### src/pkg/gpio_ports_map.svh
// Purpose: Offsets, field masks and reset values of the port G/H/J register block.
// Assumes: Byte-wide registers at the printed offsets.
// Notes: Reserved bits read as zero through the implemented-bit masks.
`ifndef GPIO_PORTS_MAP_SVH
`define GPIO_PORTS_MAP_SVH

`define G_PULL_ENABLE_OFS 8'h14
`define G_POLARITY_SELECT_OFS 8'h15
`define G_IRQ_ENABLE_OFS 8'h16
`define G_EDGE_FLAGS_OFS 8'h17
`define H_DATA_OFS 8'h18
`define H_PIN_INPUT_OFS 8'h19
`define H_DIRECTION_OFS 8'h1a
`define H_REDUCED_DRIVE_OFS 8'h1b
`define H_PULL_ENABLE_OFS 8'h1c
`define H_POLARITY_SELECT_OFS 8'h1d
`define H_IRQ_ENABLE_OFS 8'h1e
`define H_EDGE_FLAGS_OFS 8'h1f
`define J_DATA_OFS 8'h20
`define J_PIN_INPUT_OFS 8'h21
`define J_DIRECTION_OFS 8'h22

`define H_IMPL_MASK 8'h7f
`define J_IMPL_MASK 8'hcf
`define G_MII_MASK 8'h7f
`define H_MII_MASK 8'h7f
`define J_MII_MASK 8'h0f
`define J_TWI_MASK 8'hc0
`define J_TWI_LSB 6

`define REG_RESET 8'h00

`endif

### src/pkg/gpio_ports_pkg.sv
// Purpose: Shared types of the port G/H/J block.
// Assumes: Eight pin positions per port.
// Notes: Constants live in gpio_ports_map.svh.
package gpio_ports_pkg;
	typedef logic [7:0] pin_vec_t;
	typedef logic [7:0] reg_addr_t;
endpackage : gpio_ports_pkg

### src/hdl/gpio_ports_g_h_j.sv
// Purpose: General-purpose I/O logic for ports G, H and J with edge interrupts.
// Assumes: Single core clock; pins and peripheral override enables arrive as noted per port.
// Notes: Every top-level output is registered, so pin control follows a register write
// Notes: by one clock edge.
//
// Strobed register access was decided locally.
`timescale 1ns/1ps
`include "gpio_ports_map.svh"

module gpio_ports_g_h_j
	import gpio_ports_pkg::*;
(
	// Clock and reset.
	input wire logic core_clk,
	input wire logic rst_n,
	// Register port.
	input wire reg_addr_t reg_addr,
	input wire pin_vec_t reg_wdata,
	input wire logic reg_wr,
	input wire logic reg_rd,
	output pin_vec_t reg_rdata,
	// Peripheral takeover enables and peripheral-side signals.
	input wire logic ext_mii_en,
	input wire logic two_wire_en,
	input wire pin_vec_t g_direction,
	input wire pin_vec_t mii_h_out,
	input wire pin_vec_t mii_j_out,
	input wire pin_vec_t mii_j_oe,
	input wire pin_vec_t twi_j_out,
	input wire pin_vec_t twi_j_oe,
	// Port G pins.
	input wire pin_vec_t g_pin_in,
	output pin_vec_t g_pull_on,
	output pin_vec_t g_pull_down,
	output pin_vec_t g_pin_sync,
	// Port H pins.
	input wire pin_vec_t h_pin_in,
	output pin_vec_t h_pin_out,
	output pin_vec_t h_pin_oe,
	output pin_vec_t h_pin_weak,
	output pin_vec_t h_pull_on,
	output pin_vec_t h_pull_down,
	// Port J pins.
	input wire pin_vec_t j_pin_in,
	output pin_vec_t j_pin_out,
	output pin_vec_t j_pin_oe,
	output pin_vec_t j_pin_sync,
	// Interrupt requests.
	output logic g_irq,
	output logic h_irq,
	output logic irq
);

	////////////////////////////////////////////////////////////////////////////
	// Software-visible registers.
	pin_vec_t g_pull_enable_reg; // Port G pull enables.
	pin_vec_t g_polarity_select_reg; // Port G edge and pull polarity.
	pin_vec_t g_irq_enable_reg; // Port G interrupt enables.
	pin_vec_t g_edge_flags_reg; // Port G sticky edge flags.
	pin_vec_t h_data_reg; // Port H output latch.
	pin_vec_t h_direction_reg; // Port H direction.
	pin_vec_t h_reduced_drive_reg; // Port H drive strength.
	pin_vec_t h_pull_enable_reg; // Port H pull enables.
	pin_vec_t h_polarity_select_reg; // Port H edge and pull polarity.
	pin_vec_t h_irq_enable_reg; // Port H interrupt enables.
	pin_vec_t h_edge_flags_reg; // Port H sticky edge flags.
	pin_vec_t j_data_reg; // Port J output latch.
	pin_vec_t j_direction_reg; // Port J direction.

	// Synchroniser stages; the meta stages feed only the sync stages.
	pin_vec_t g_meta_reg;
	pin_vec_t g_sync_reg;
	pin_vec_t g_prev_reg;
	pin_vec_t h_meta_reg;
	pin_vec_t h_sync_reg;
	pin_vec_t h_prev_reg;
	pin_vec_t j_meta_reg;
	pin_vec_t j_sync_reg;
	// Settling marks, one per stage: a set bit means that stage now holds a real
	// pin sample rather than its reset zero. Edges are ignored until the prev
	// stage is real, so a pin that already sits high at reset gives no false edge.
	logic [2:0] settle_reg;

	// Decoded write strobes and edge events.
	logic wr_g_flags;
	logic wr_h_flags;
	pin_vec_t g_edge;
	pin_vec_t h_edge;
	pin_vec_t g_dir_eff;
	pin_vec_t h_dir_eff;
	pin_vec_t j_dir_eff;
	pin_vec_t h_out_next;
	pin_vec_t j_out_next;
	pin_vec_t rdata_next;

	assign wr_g_flags = reg_wr && (reg_addr == `G_EDGE_FLAGS_OFS);
	assign wr_h_flags = reg_wr && (reg_addr == `H_EDGE_FLAGS_OFS);

	////////////////////////////////////////////////////////////////////////////
	// Pin synchronisers. Two stages before any logic; a third stage keeps the
	// previous settled level for edge detection.
	always_ff @(posedge core_clk or negedge rst_n) begin
		if (!rst_n) begin
			g_meta_reg <= `REG_RESET;
			g_sync_reg <= `REG_RESET;
			g_prev_reg <= `REG_RESET;
			h_meta_reg <= `REG_RESET;
			h_sync_reg <= `REG_RESET;
			h_prev_reg <= `REG_RESET;
			j_meta_reg <= `REG_RESET;
			j_sync_reg <= `REG_RESET;
			settle_reg <= 3'h0;
		end else begin
			g_meta_reg <= g_pin_in;
			g_sync_reg <= g_meta_reg;
			g_prev_reg <= g_sync_reg;
			h_meta_reg <= h_pin_in & `H_IMPL_MASK;
			h_sync_reg <= h_meta_reg;
			h_prev_reg <= h_sync_reg;
			j_meta_reg <= j_pin_in & `J_IMPL_MASK;
			j_sync_reg <= j_meta_reg;
			// One mark per edge after release; the third one arms edge detection.
			settle_reg <= {settle_reg[1:0], 1'b1};
		end
	end

	////////////////////////////////////////////////////////////////////////////
	// Edge detection. The polarity bit picks rising or falling per pin. Edges
	// wait for the third settling mark, so the reset zeros of the sync and prev
	// stages are never compared against a live pin level; the price is that a
	// pin moving before the first edge after reset release raises no flag.
	always_comb begin
		g_edge = ((g_polarity_select_reg & g_sync_reg & ~g_prev_reg)
			| (~g_polarity_select_reg & ~g_sync_reg & g_prev_reg))
			& {8{settle_reg[2]}};
		h_edge = ((h_polarity_select_reg & h_sync_reg & ~h_prev_reg)
			| (~h_polarity_select_reg & ~h_sync_reg & h_prev_reg)) & `H_IMPL_MASK
			& {8{settle_reg[2]}};
	end

	////////////////////////////////////////////////////////////////////////////
	// Port G configuration registers.
	always_ff @(posedge core_clk or negedge rst_n) begin
		if (!rst_n) begin
			g_pull_enable_reg <= `REG_RESET;
			g_polarity_select_reg <= `REG_RESET;
			g_irq_enable_reg <= `REG_RESET;
		end else if (reg_wr) begin
			// Each register accepts a write at any time.
			if (reg_addr == `G_PULL_ENABLE_OFS) begin
				g_pull_enable_reg <= reg_wdata;
			end
			if (reg_addr == `G_POLARITY_SELECT_OFS) begin
				g_polarity_select_reg <= reg_wdata;
			end
			if (reg_addr == `G_IRQ_ENABLE_OFS) begin
				g_irq_enable_reg <= reg_wdata;
			end
		end
	end

	////////////////////////////////////////////////////////////////////////////
	// Sticky edge flags. A new edge in the cycle of a clearing write wins, so
	// no event is lost between the read and the acknowledge.
	always_ff @(posedge core_clk or negedge rst_n) begin
		if (!rst_n) begin
			g_edge_flags_reg <= `REG_RESET;
			h_edge_flags_reg <= `REG_RESET;
		end else begin
			g_edge_flags_reg <= (g_edge_flags_reg
				& ~(wr_g_flags ? reg_wdata : `REG_RESET)) | g_edge;
			h_edge_flags_reg <= ((h_edge_flags_reg
				& ~(wr_h_flags ? reg_wdata : `REG_RESET)) | h_edge) & `H_IMPL_MASK;
		end
	end

	////////////////////////////////////////////////////////////////////////////
	// Port H configuration registers; unimplemented bits never store.
	always_ff @(posedge core_clk or negedge rst_n) begin
		if (!rst_n) begin
			h_data_reg <= `REG_RESET;
			h_direction_reg <= `REG_RESET;
			h_reduced_drive_reg <= `REG_RESET;
			h_pull_enable_reg <= `REG_RESET;
			h_polarity_select_reg <= `REG_RESET;
			h_irq_enable_reg <= `REG_RESET;
		end else if (reg_wr) begin
			if (reg_addr == `H_DATA_OFS) begin
				h_data_reg <= reg_wdata & `H_IMPL_MASK;
			end
			if (reg_addr == `H_DIRECTION_OFS) begin
				h_direction_reg <= reg_wdata & `H_IMPL_MASK;
			end
			if (reg_addr == `H_REDUCED_DRIVE_OFS) begin
				h_reduced_drive_reg <= reg_wdata & `H_IMPL_MASK;
			end
			if (reg_addr == `H_PULL_ENABLE_OFS) begin
				h_pull_enable_reg <= reg_wdata & `H_IMPL_MASK;
			end
			if (reg_addr == `H_POLARITY_SELECT_OFS) begin
				h_polarity_select_reg <= reg_wdata & `H_IMPL_MASK;
			end
			if (reg_addr == `H_IRQ_ENABLE_OFS) begin
				h_irq_enable_reg <= reg_wdata & `H_IMPL_MASK;
			end
		end
	end

	////////////////////////////////////////////////////////////////////////////
	// Port J configuration registers.
	always_ff @(posedge core_clk or negedge rst_n) begin
		if (!rst_n) begin
			j_data_reg <= `REG_RESET;
			j_direction_reg <= `REG_RESET;
		end else if (reg_wr) begin
			if (reg_addr == `J_DATA_OFS) begin
				j_data_reg <= reg_wdata & `J_IMPL_MASK;
			end
			if (reg_addr == `J_DIRECTION_OFS) begin
				j_direction_reg <= reg_wdata & `J_IMPL_MASK;
			end
		end
	end

	////////////////////////////////////////////////////////////////////////////
	// Effective direction and output value after peripheral takeover. The MII
	// receive pins of port G become inputs, its transmit pins on port H become
	// outputs, and on port J the owning controller supplies value and enable.
	always_comb begin
		g_dir_eff = ext_mii_en ? (g_direction & ~`G_MII_MASK) : g_direction;
		h_dir_eff = ext_mii_en ? (h_direction_reg | `H_MII_MASK) : h_direction_reg;
		h_out_next = ext_mii_en ? ((mii_h_out & `H_MII_MASK) | (h_data_reg & ~`H_MII_MASK))
			: h_data_reg;
		j_dir_eff = j_direction_reg;
		j_out_next = j_data_reg;
		if (ext_mii_en) begin
			j_dir_eff = (j_dir_eff & ~`J_MII_MASK) | (mii_j_oe & `J_MII_MASK);
			j_out_next = (j_out_next & ~`J_MII_MASK) | (mii_j_out & `J_MII_MASK);
		end
		if (two_wire_en) begin
			j_dir_eff = (j_dir_eff & ~`J_TWI_MASK) | (twi_j_oe & `J_TWI_MASK);
			j_out_next = (j_out_next & ~`J_TWI_MASK) | (twi_j_out & `J_TWI_MASK);
		end
	end

	////////////////////////////////////////////////////////////////////////////
	// Pad controls. Pulls follow the effective direction: a driven pin never
	// carries a pull, and reduced drive means nothing on an input.
	always_ff @(posedge core_clk or negedge rst_n) begin
		if (!rst_n) begin
			g_pull_on <= `REG_RESET;
			g_pull_down <= `REG_RESET;
			h_pin_out <= `REG_RESET;
			h_pin_oe <= `REG_RESET;
			h_pin_weak <= `REG_RESET;
			h_pull_on <= `REG_RESET;
			h_pull_down <= `REG_RESET;
			j_pin_out <= `REG_RESET;
			j_pin_oe <= `REG_RESET;
		end else begin
			g_pull_on <= g_pull_enable_reg & ~g_dir_eff;
			g_pull_down <= g_pull_enable_reg & ~g_dir_eff & g_polarity_select_reg;
			h_pin_out <= h_out_next & `H_IMPL_MASK;
			h_pin_oe <= h_dir_eff & `H_IMPL_MASK;
			h_pin_weak <= h_reduced_drive_reg & h_dir_eff & `H_IMPL_MASK;
			h_pull_on <= h_pull_enable_reg & ~h_dir_eff & `H_IMPL_MASK;
			h_pull_down <= h_pull_enable_reg & ~h_dir_eff & h_polarity_select_reg
				& `H_IMPL_MASK;
			j_pin_out <= j_out_next & `J_IMPL_MASK;
			j_pin_oe <= j_dir_eff & `J_IMPL_MASK;
		end
	end

	////////////////////////////////////////////////////////////////////////////
	// Settled pin levels handed to the MAC and the two-wire controller.
	always_ff @(posedge core_clk or negedge rst_n) begin
		if (!rst_n) begin
			g_pin_sync <= `REG_RESET;
			j_pin_sync <= `REG_RESET;
		end else begin
			g_pin_sync <= g_sync_reg;
			j_pin_sync <= j_sync_reg;
		end
	end

	////////////////////////////////////////////////////////////////////////////
	// Interrupt requests: one each for ports G and H plus their union. Registered, so the
	// request trails the flag by one edge.
	always_ff @(posedge core_clk or negedge rst_n) begin
		if (!rst_n) begin
			g_irq <= 1'b0;
			h_irq <= 1'b0;
			irq <= 1'b0;
		end else begin
			g_irq <= |(g_edge_flags_reg & g_irq_enable_reg);
			h_irq <= |(h_edge_flags_reg & h_irq_enable_reg);
			irq <= |(g_edge_flags_reg & g_irq_enable_reg)
				| |(h_edge_flags_reg & h_irq_enable_reg);
		end
	end

	////////////////////////////////////////////////////////////////////////////
	// Read multiplexer. Data reads mix the latch and the settled pin by the
	// direction bit; since pins pass two stages, a direction change shows on
	// the pin half only after the synchroniser has refilled.
	always_comb begin
		rdata_next = `REG_RESET;
		unique case (reg_addr)
			`G_PULL_ENABLE_OFS: rdata_next = g_pull_enable_reg;
			`G_POLARITY_SELECT_OFS: rdata_next = g_polarity_select_reg;
			`G_IRQ_ENABLE_OFS: rdata_next = g_irq_enable_reg;
			`G_EDGE_FLAGS_OFS: rdata_next = g_edge_flags_reg;
			`H_DATA_OFS: rdata_next = (h_data_reg & h_direction_reg)
				| (h_sync_reg & ~h_direction_reg);
			`H_PIN_INPUT_OFS: rdata_next = h_sync_reg;
			`H_DIRECTION_OFS: rdata_next = h_direction_reg;
			`H_REDUCED_DRIVE_OFS: rdata_next = h_reduced_drive_reg;
			`H_PULL_ENABLE_OFS: rdata_next = h_pull_enable_reg;
			`H_POLARITY_SELECT_OFS: rdata_next = h_polarity_select_reg;
			`H_IRQ_ENABLE_OFS: rdata_next = h_irq_enable_reg;
			`H_EDGE_FLAGS_OFS: rdata_next = h_edge_flags_reg;
			`J_DATA_OFS: rdata_next = (j_data_reg & j_direction_reg)
				| (j_sync_reg & ~j_direction_reg);
			`J_PIN_INPUT_OFS: rdata_next = j_sync_reg;
			`J_DIRECTION_OFS: rdata_next = j_direction_reg;
			default: rdata_next = `REG_RESET;
		endcase
	end

	// Read data stands only in the cycle after the strobe and reads zero else.
	always_ff @(posedge core_clk or negedge rst_n) begin
		if (!rst_n) begin
			reg_rdata <= `REG_RESET;
		end else begin
			reg_rdata <= reg_rd ? rdata_next : `REG_RESET;
		end
	end

endmodule : gpio_ports_g_h_j

### config.mk
export PLATFORM = sky130hd
export DESIGN_NAME = gpio_ports_g_h_j
export DESIGN_NICKNAME = d
export VERILOG_FILES = /design/src/pkg/gpio_ports_pkg.sv /design/src/hdl/gpio_ports_g_h_j.sv
export VERILOG_INCLUDE_DIRS = /design/src /design/src/pkg
export SDC_FILE = /design/constraint.sdc
export NUM_CORES = 1
export LEC_CHECK = 0
export BUFFER_PORTS_ARGS = -buffer_cell sky130_fd_sc_hd__clkbuf_2
export CAP_MARGIN = 10
export CORE_MARGIN = 2
export CORE_UTILIZATION = 29
export CTS_CLUSTER_SIZE = 14
export DETAILED_ROUTE_END_ITERATION = 8
export PLACE_DENSITY = 0.59
export SYNTH_ARGS = -nofsm -noshare
export SYNTH_HDL_FRONTEND = slang
export SYNTH_SLANG_ARGS = --single-unit
### constraint.sdc
create_clock -name core_clk -period 1.55 [get_ports core_clk]
set_input_delay 0.155 -clock core_clk [delete_from_list [all_inputs] [get_ports core_clk]]
set_output_delay 0.155 -clock core_clk [all_outputs]
set_load 0.1 [all_outputs]
==> results_dict.tcl <==
set metrics [dict create \
    post_drt_wl_per_cell_um 18.9 \
    power_switching_share_pct 26.7 \
    power.leakage_uw 0.00617 \
    drc 0 \
    cts_max_level 1 \
    grt.total_usage_pct 16.2 \
    power.internal_uw 11200 \
    instances_no_fill 1419 \
    vdd_drop_max_v 0.000798 \
    synthCells 700 \
    rsz0062_at_grt "false" \
    powerDensity_nw_per_um2 1200 \
    pwr-share-seq_pct 42.7 \
    fin_skew_ps 14.8 \
    die_x_um 183 \
    n_antenna_cell 0 \
    yosysWarnings 0 \
    crit_path_top_delay_cell "dfrtp_1" \
    nets 1091 \
    gp_congestion 0.918 \
    worstSetupStartpointType "flip-flop" \
    num_vias 6697 \
    rows 65 \
    yosysSeqAreaShare_pct 62.8 \
    cts_tree "done" \
    ys_ff_latch 233 \
    initial_utilization_pct 29.4 \
    p_comb_share_pct 13.0 \
    grt_max_degree 54 \
    cp_top_family "simple AND/OR/NAND/NOR gates" \
    cts_root_buffer "clkbuf_16" \
    synthArstFlopShare_pct 100 \
    synth_edf_count 0 \
    slew_headroom_pct 58.2 \
    path_clk_slew_ps 60 \
    clock_latency_ps 540 \
    setup_viol 0 \
    status "completed" \
    finalHoldViolations 0 \
    fill_cells 2975 \
    place_ws_ps -342 \
    post-route-min-period_ps 1500 \
    cts_inserted_buffers 28 \
    io_buffers 157 \
    path_buf_inv 0 \
    cpPeakStageDelay_ps 400 \
    dp_hpwl_mm 19.3 \
    syn_area_um2 9280 \
    fin_crit_sh_pct 96.9 \
    maxCapViolations 0 \
    slew_violations 0 \
    coreArea_um2 31600 \
    first_pass_iters 5 \
    tightest_slew_ps 627 \
    ys.flop_type "dfrtp_1" \
    drtIter0Drc 345 \
    cts_num_sinks 233 \
    endpoint_kind "flip-flop" \
    cts_buffer_depth 3 \
    wl_mm 26.8 \
    cp.required_ps 1970 \
    grt_pass1_wl_mm 41.4 \
    ant_nets 0 \
    setup_slack_ps 48.3 \
    critPathKind "reg -> reg" \
    yosysUniqueCellTypes 58 \
    via_per_inst 4.72 \
    cp_data_arrival_time_ps 1920 \
    syn2layout_area_growth_pct 37.3 \
    fin_util_pct 40.4 \
    worstPathMaxFanout 2 \
    fmax_mhz 666 \
    p_sw_uw 4090 \
    worstHoldPathType "in -> reg" \
    clockPowerShare_pct 44.3 \
    antenna_found_initial 2 \
    pin_count 193 \
    grt_overflow_total 0 \
    hold_ws_ps 82.5 \
    postSynthAreaPerCell_um2 13.3 \
    first_global_vias 7052 \
    dieArea_um2 33500 \
    place_inst 1314 \
    die_h_um 183 \
    drive_gt1_share_pct 40.9 \
    worstPathCellList "a222oi_1 > nand3_1 > or2_2" \
]
## metal layers
layer	part of all wire (%)	up-vias	track usage, %
li1	-	3054	-
met1	46	3376	22.6
met2	45	224	25.2
met3	6.7	41	3.87
met4	2.4	2	4.42
met5	0.060	-	0
## path summary, 6_finish.rpt
path | startpoint | cells past startpoint | slack [ps] | endpoint
setup / recovery | h_edge_flags_reg[6] | 3 | 50 | irq
hold / removal | reg_wdata[5] | 3 | 80 | g_edge_flags_reg[5]
setup reg to reg | h_edge_flags_reg[6] | 3 | 50 | irq
hold reg to reg | h_meta_reg[1] | 0 | 340 | h_sync_reg[1]
max in group asynchronous | rst_n | 3 | 860 | j_sync_reg[0]
min in group asynchronous | rst_n | 2 | 110 | h_meta_reg[3]
## cells in the final DEF (no fill, tap or decap), drive strengths merged, types with 2 or more instances in the layout
cell,n
and2,18
o21ai,23
clkbuf,194
dfrtp,233
a21boi,7
and3b,2
mux2i,16
nor2,33
inv,12
mux4,3
o22ai,3
clkinv,2
nor2b,17
a22o,18
a21o,2
a21oi,10
o32ai,4
dlygate4sd3,54
a221oi,2
and3,12
buf,95
mux2,102
nand4,4
conb,12
nand3b,3
bufinv,3
nand3,14
a31oi,11
nand2,65
a32o,3
a211oi,3
a22oi,16
nor3,3
o2bb2ai,3
nor4,2
## what timing repair did
action	CTS	global route
setup buffers	0	1
setup endpoints to repair	7	8
pin swaps	1	3
hold endpoints to repair	294	0
hold buffers	54	0
resized for setup	7	14
## worst min-delay path, delay by kind of cell
kind / cells / cell delay, ps
compound gates: 1 / 120
simple gates: 1 / 110
buf+inv: 1 / 200
## cell type report
cell class	count	area (µm²)	share of cell area (%)
clock buffers	43	858	6.74
clock inverters	7	118	0.923
repair buffers	300	2140	16.8
flip-flops and latches	233	5830	45.8
inverters	10	37.5	0.295
well taps	402	503	3.95
multi-input cells	424	3250	25.5
## synth_stat cells, drive strengths merged, types with 3 or more instances
cell,number,area [µm²]
o22ai,3,18.8
a21boi,7,52.6
nand3b,3,22.5
mux2,102,1180
a32o,3,30.0
nand4,4,25.0
dfrtp,233,5830
and2,18,113
a31oi,11,68.8
a22oi,16,120
nand3,14,100
nor2,33,156
and3,12,75.1
mux4,3,67.6
nand2,65,256
a211oi,3,22.5
inv,10,37.5
buf,32,204
a21oi,10,50.1
o2bb2ai,3,26.3
o32ai,4,35.0
a22o,18,158
o21ai,23,115
clkbuf,11,41.3
nor2b,17,106
mux2i,16,160
nor3,3,15.0
## per-stage QoR
| stage | total power (µW) | setup TNS, ps | instance area (µm²) |
|---|---|---|---|
| 5_1_grt | 15900 | 0 | 12700 |
| 4_1_cts | 15500 | 0 | 12700 |
| 2_1_floorplan | 7850 | 0 | 9320 |
| 3_5_place_dp | 8530 | -14650 | 11200 |
| 6_report | 15300 | 0 | 12700 |
| 3_3_place_gp | 8520 | -12970 | 11200 |
## logic make-up (layout without fill, tap and decap cells)
kind of cell           Yosys count  count (layout)  share of synthesized area (%)
and+or+nand+nor                180             180                           10.5
DFF                            233             233                           62.8
AOI/OAI and AO/OA              111             111                           8.42
buffers and inverters           53             360                           3.05
other                            2              12                         0.0809
muxes                          121             121                           15.1
## power groups by stage
stage          Sequential (µW)  Clock [µW]  Combinational (µW)
5_1_grt                   6580        7180                2110
3_3_place_gp              6650           0                1870
3_5_place_dp              6650           0                1880
2_1_floorplan             7280           0                 564
6_report                  6540        6780                2000
4_1_cts                   6540        6940                2000
(Power assumes the default switching activity.)
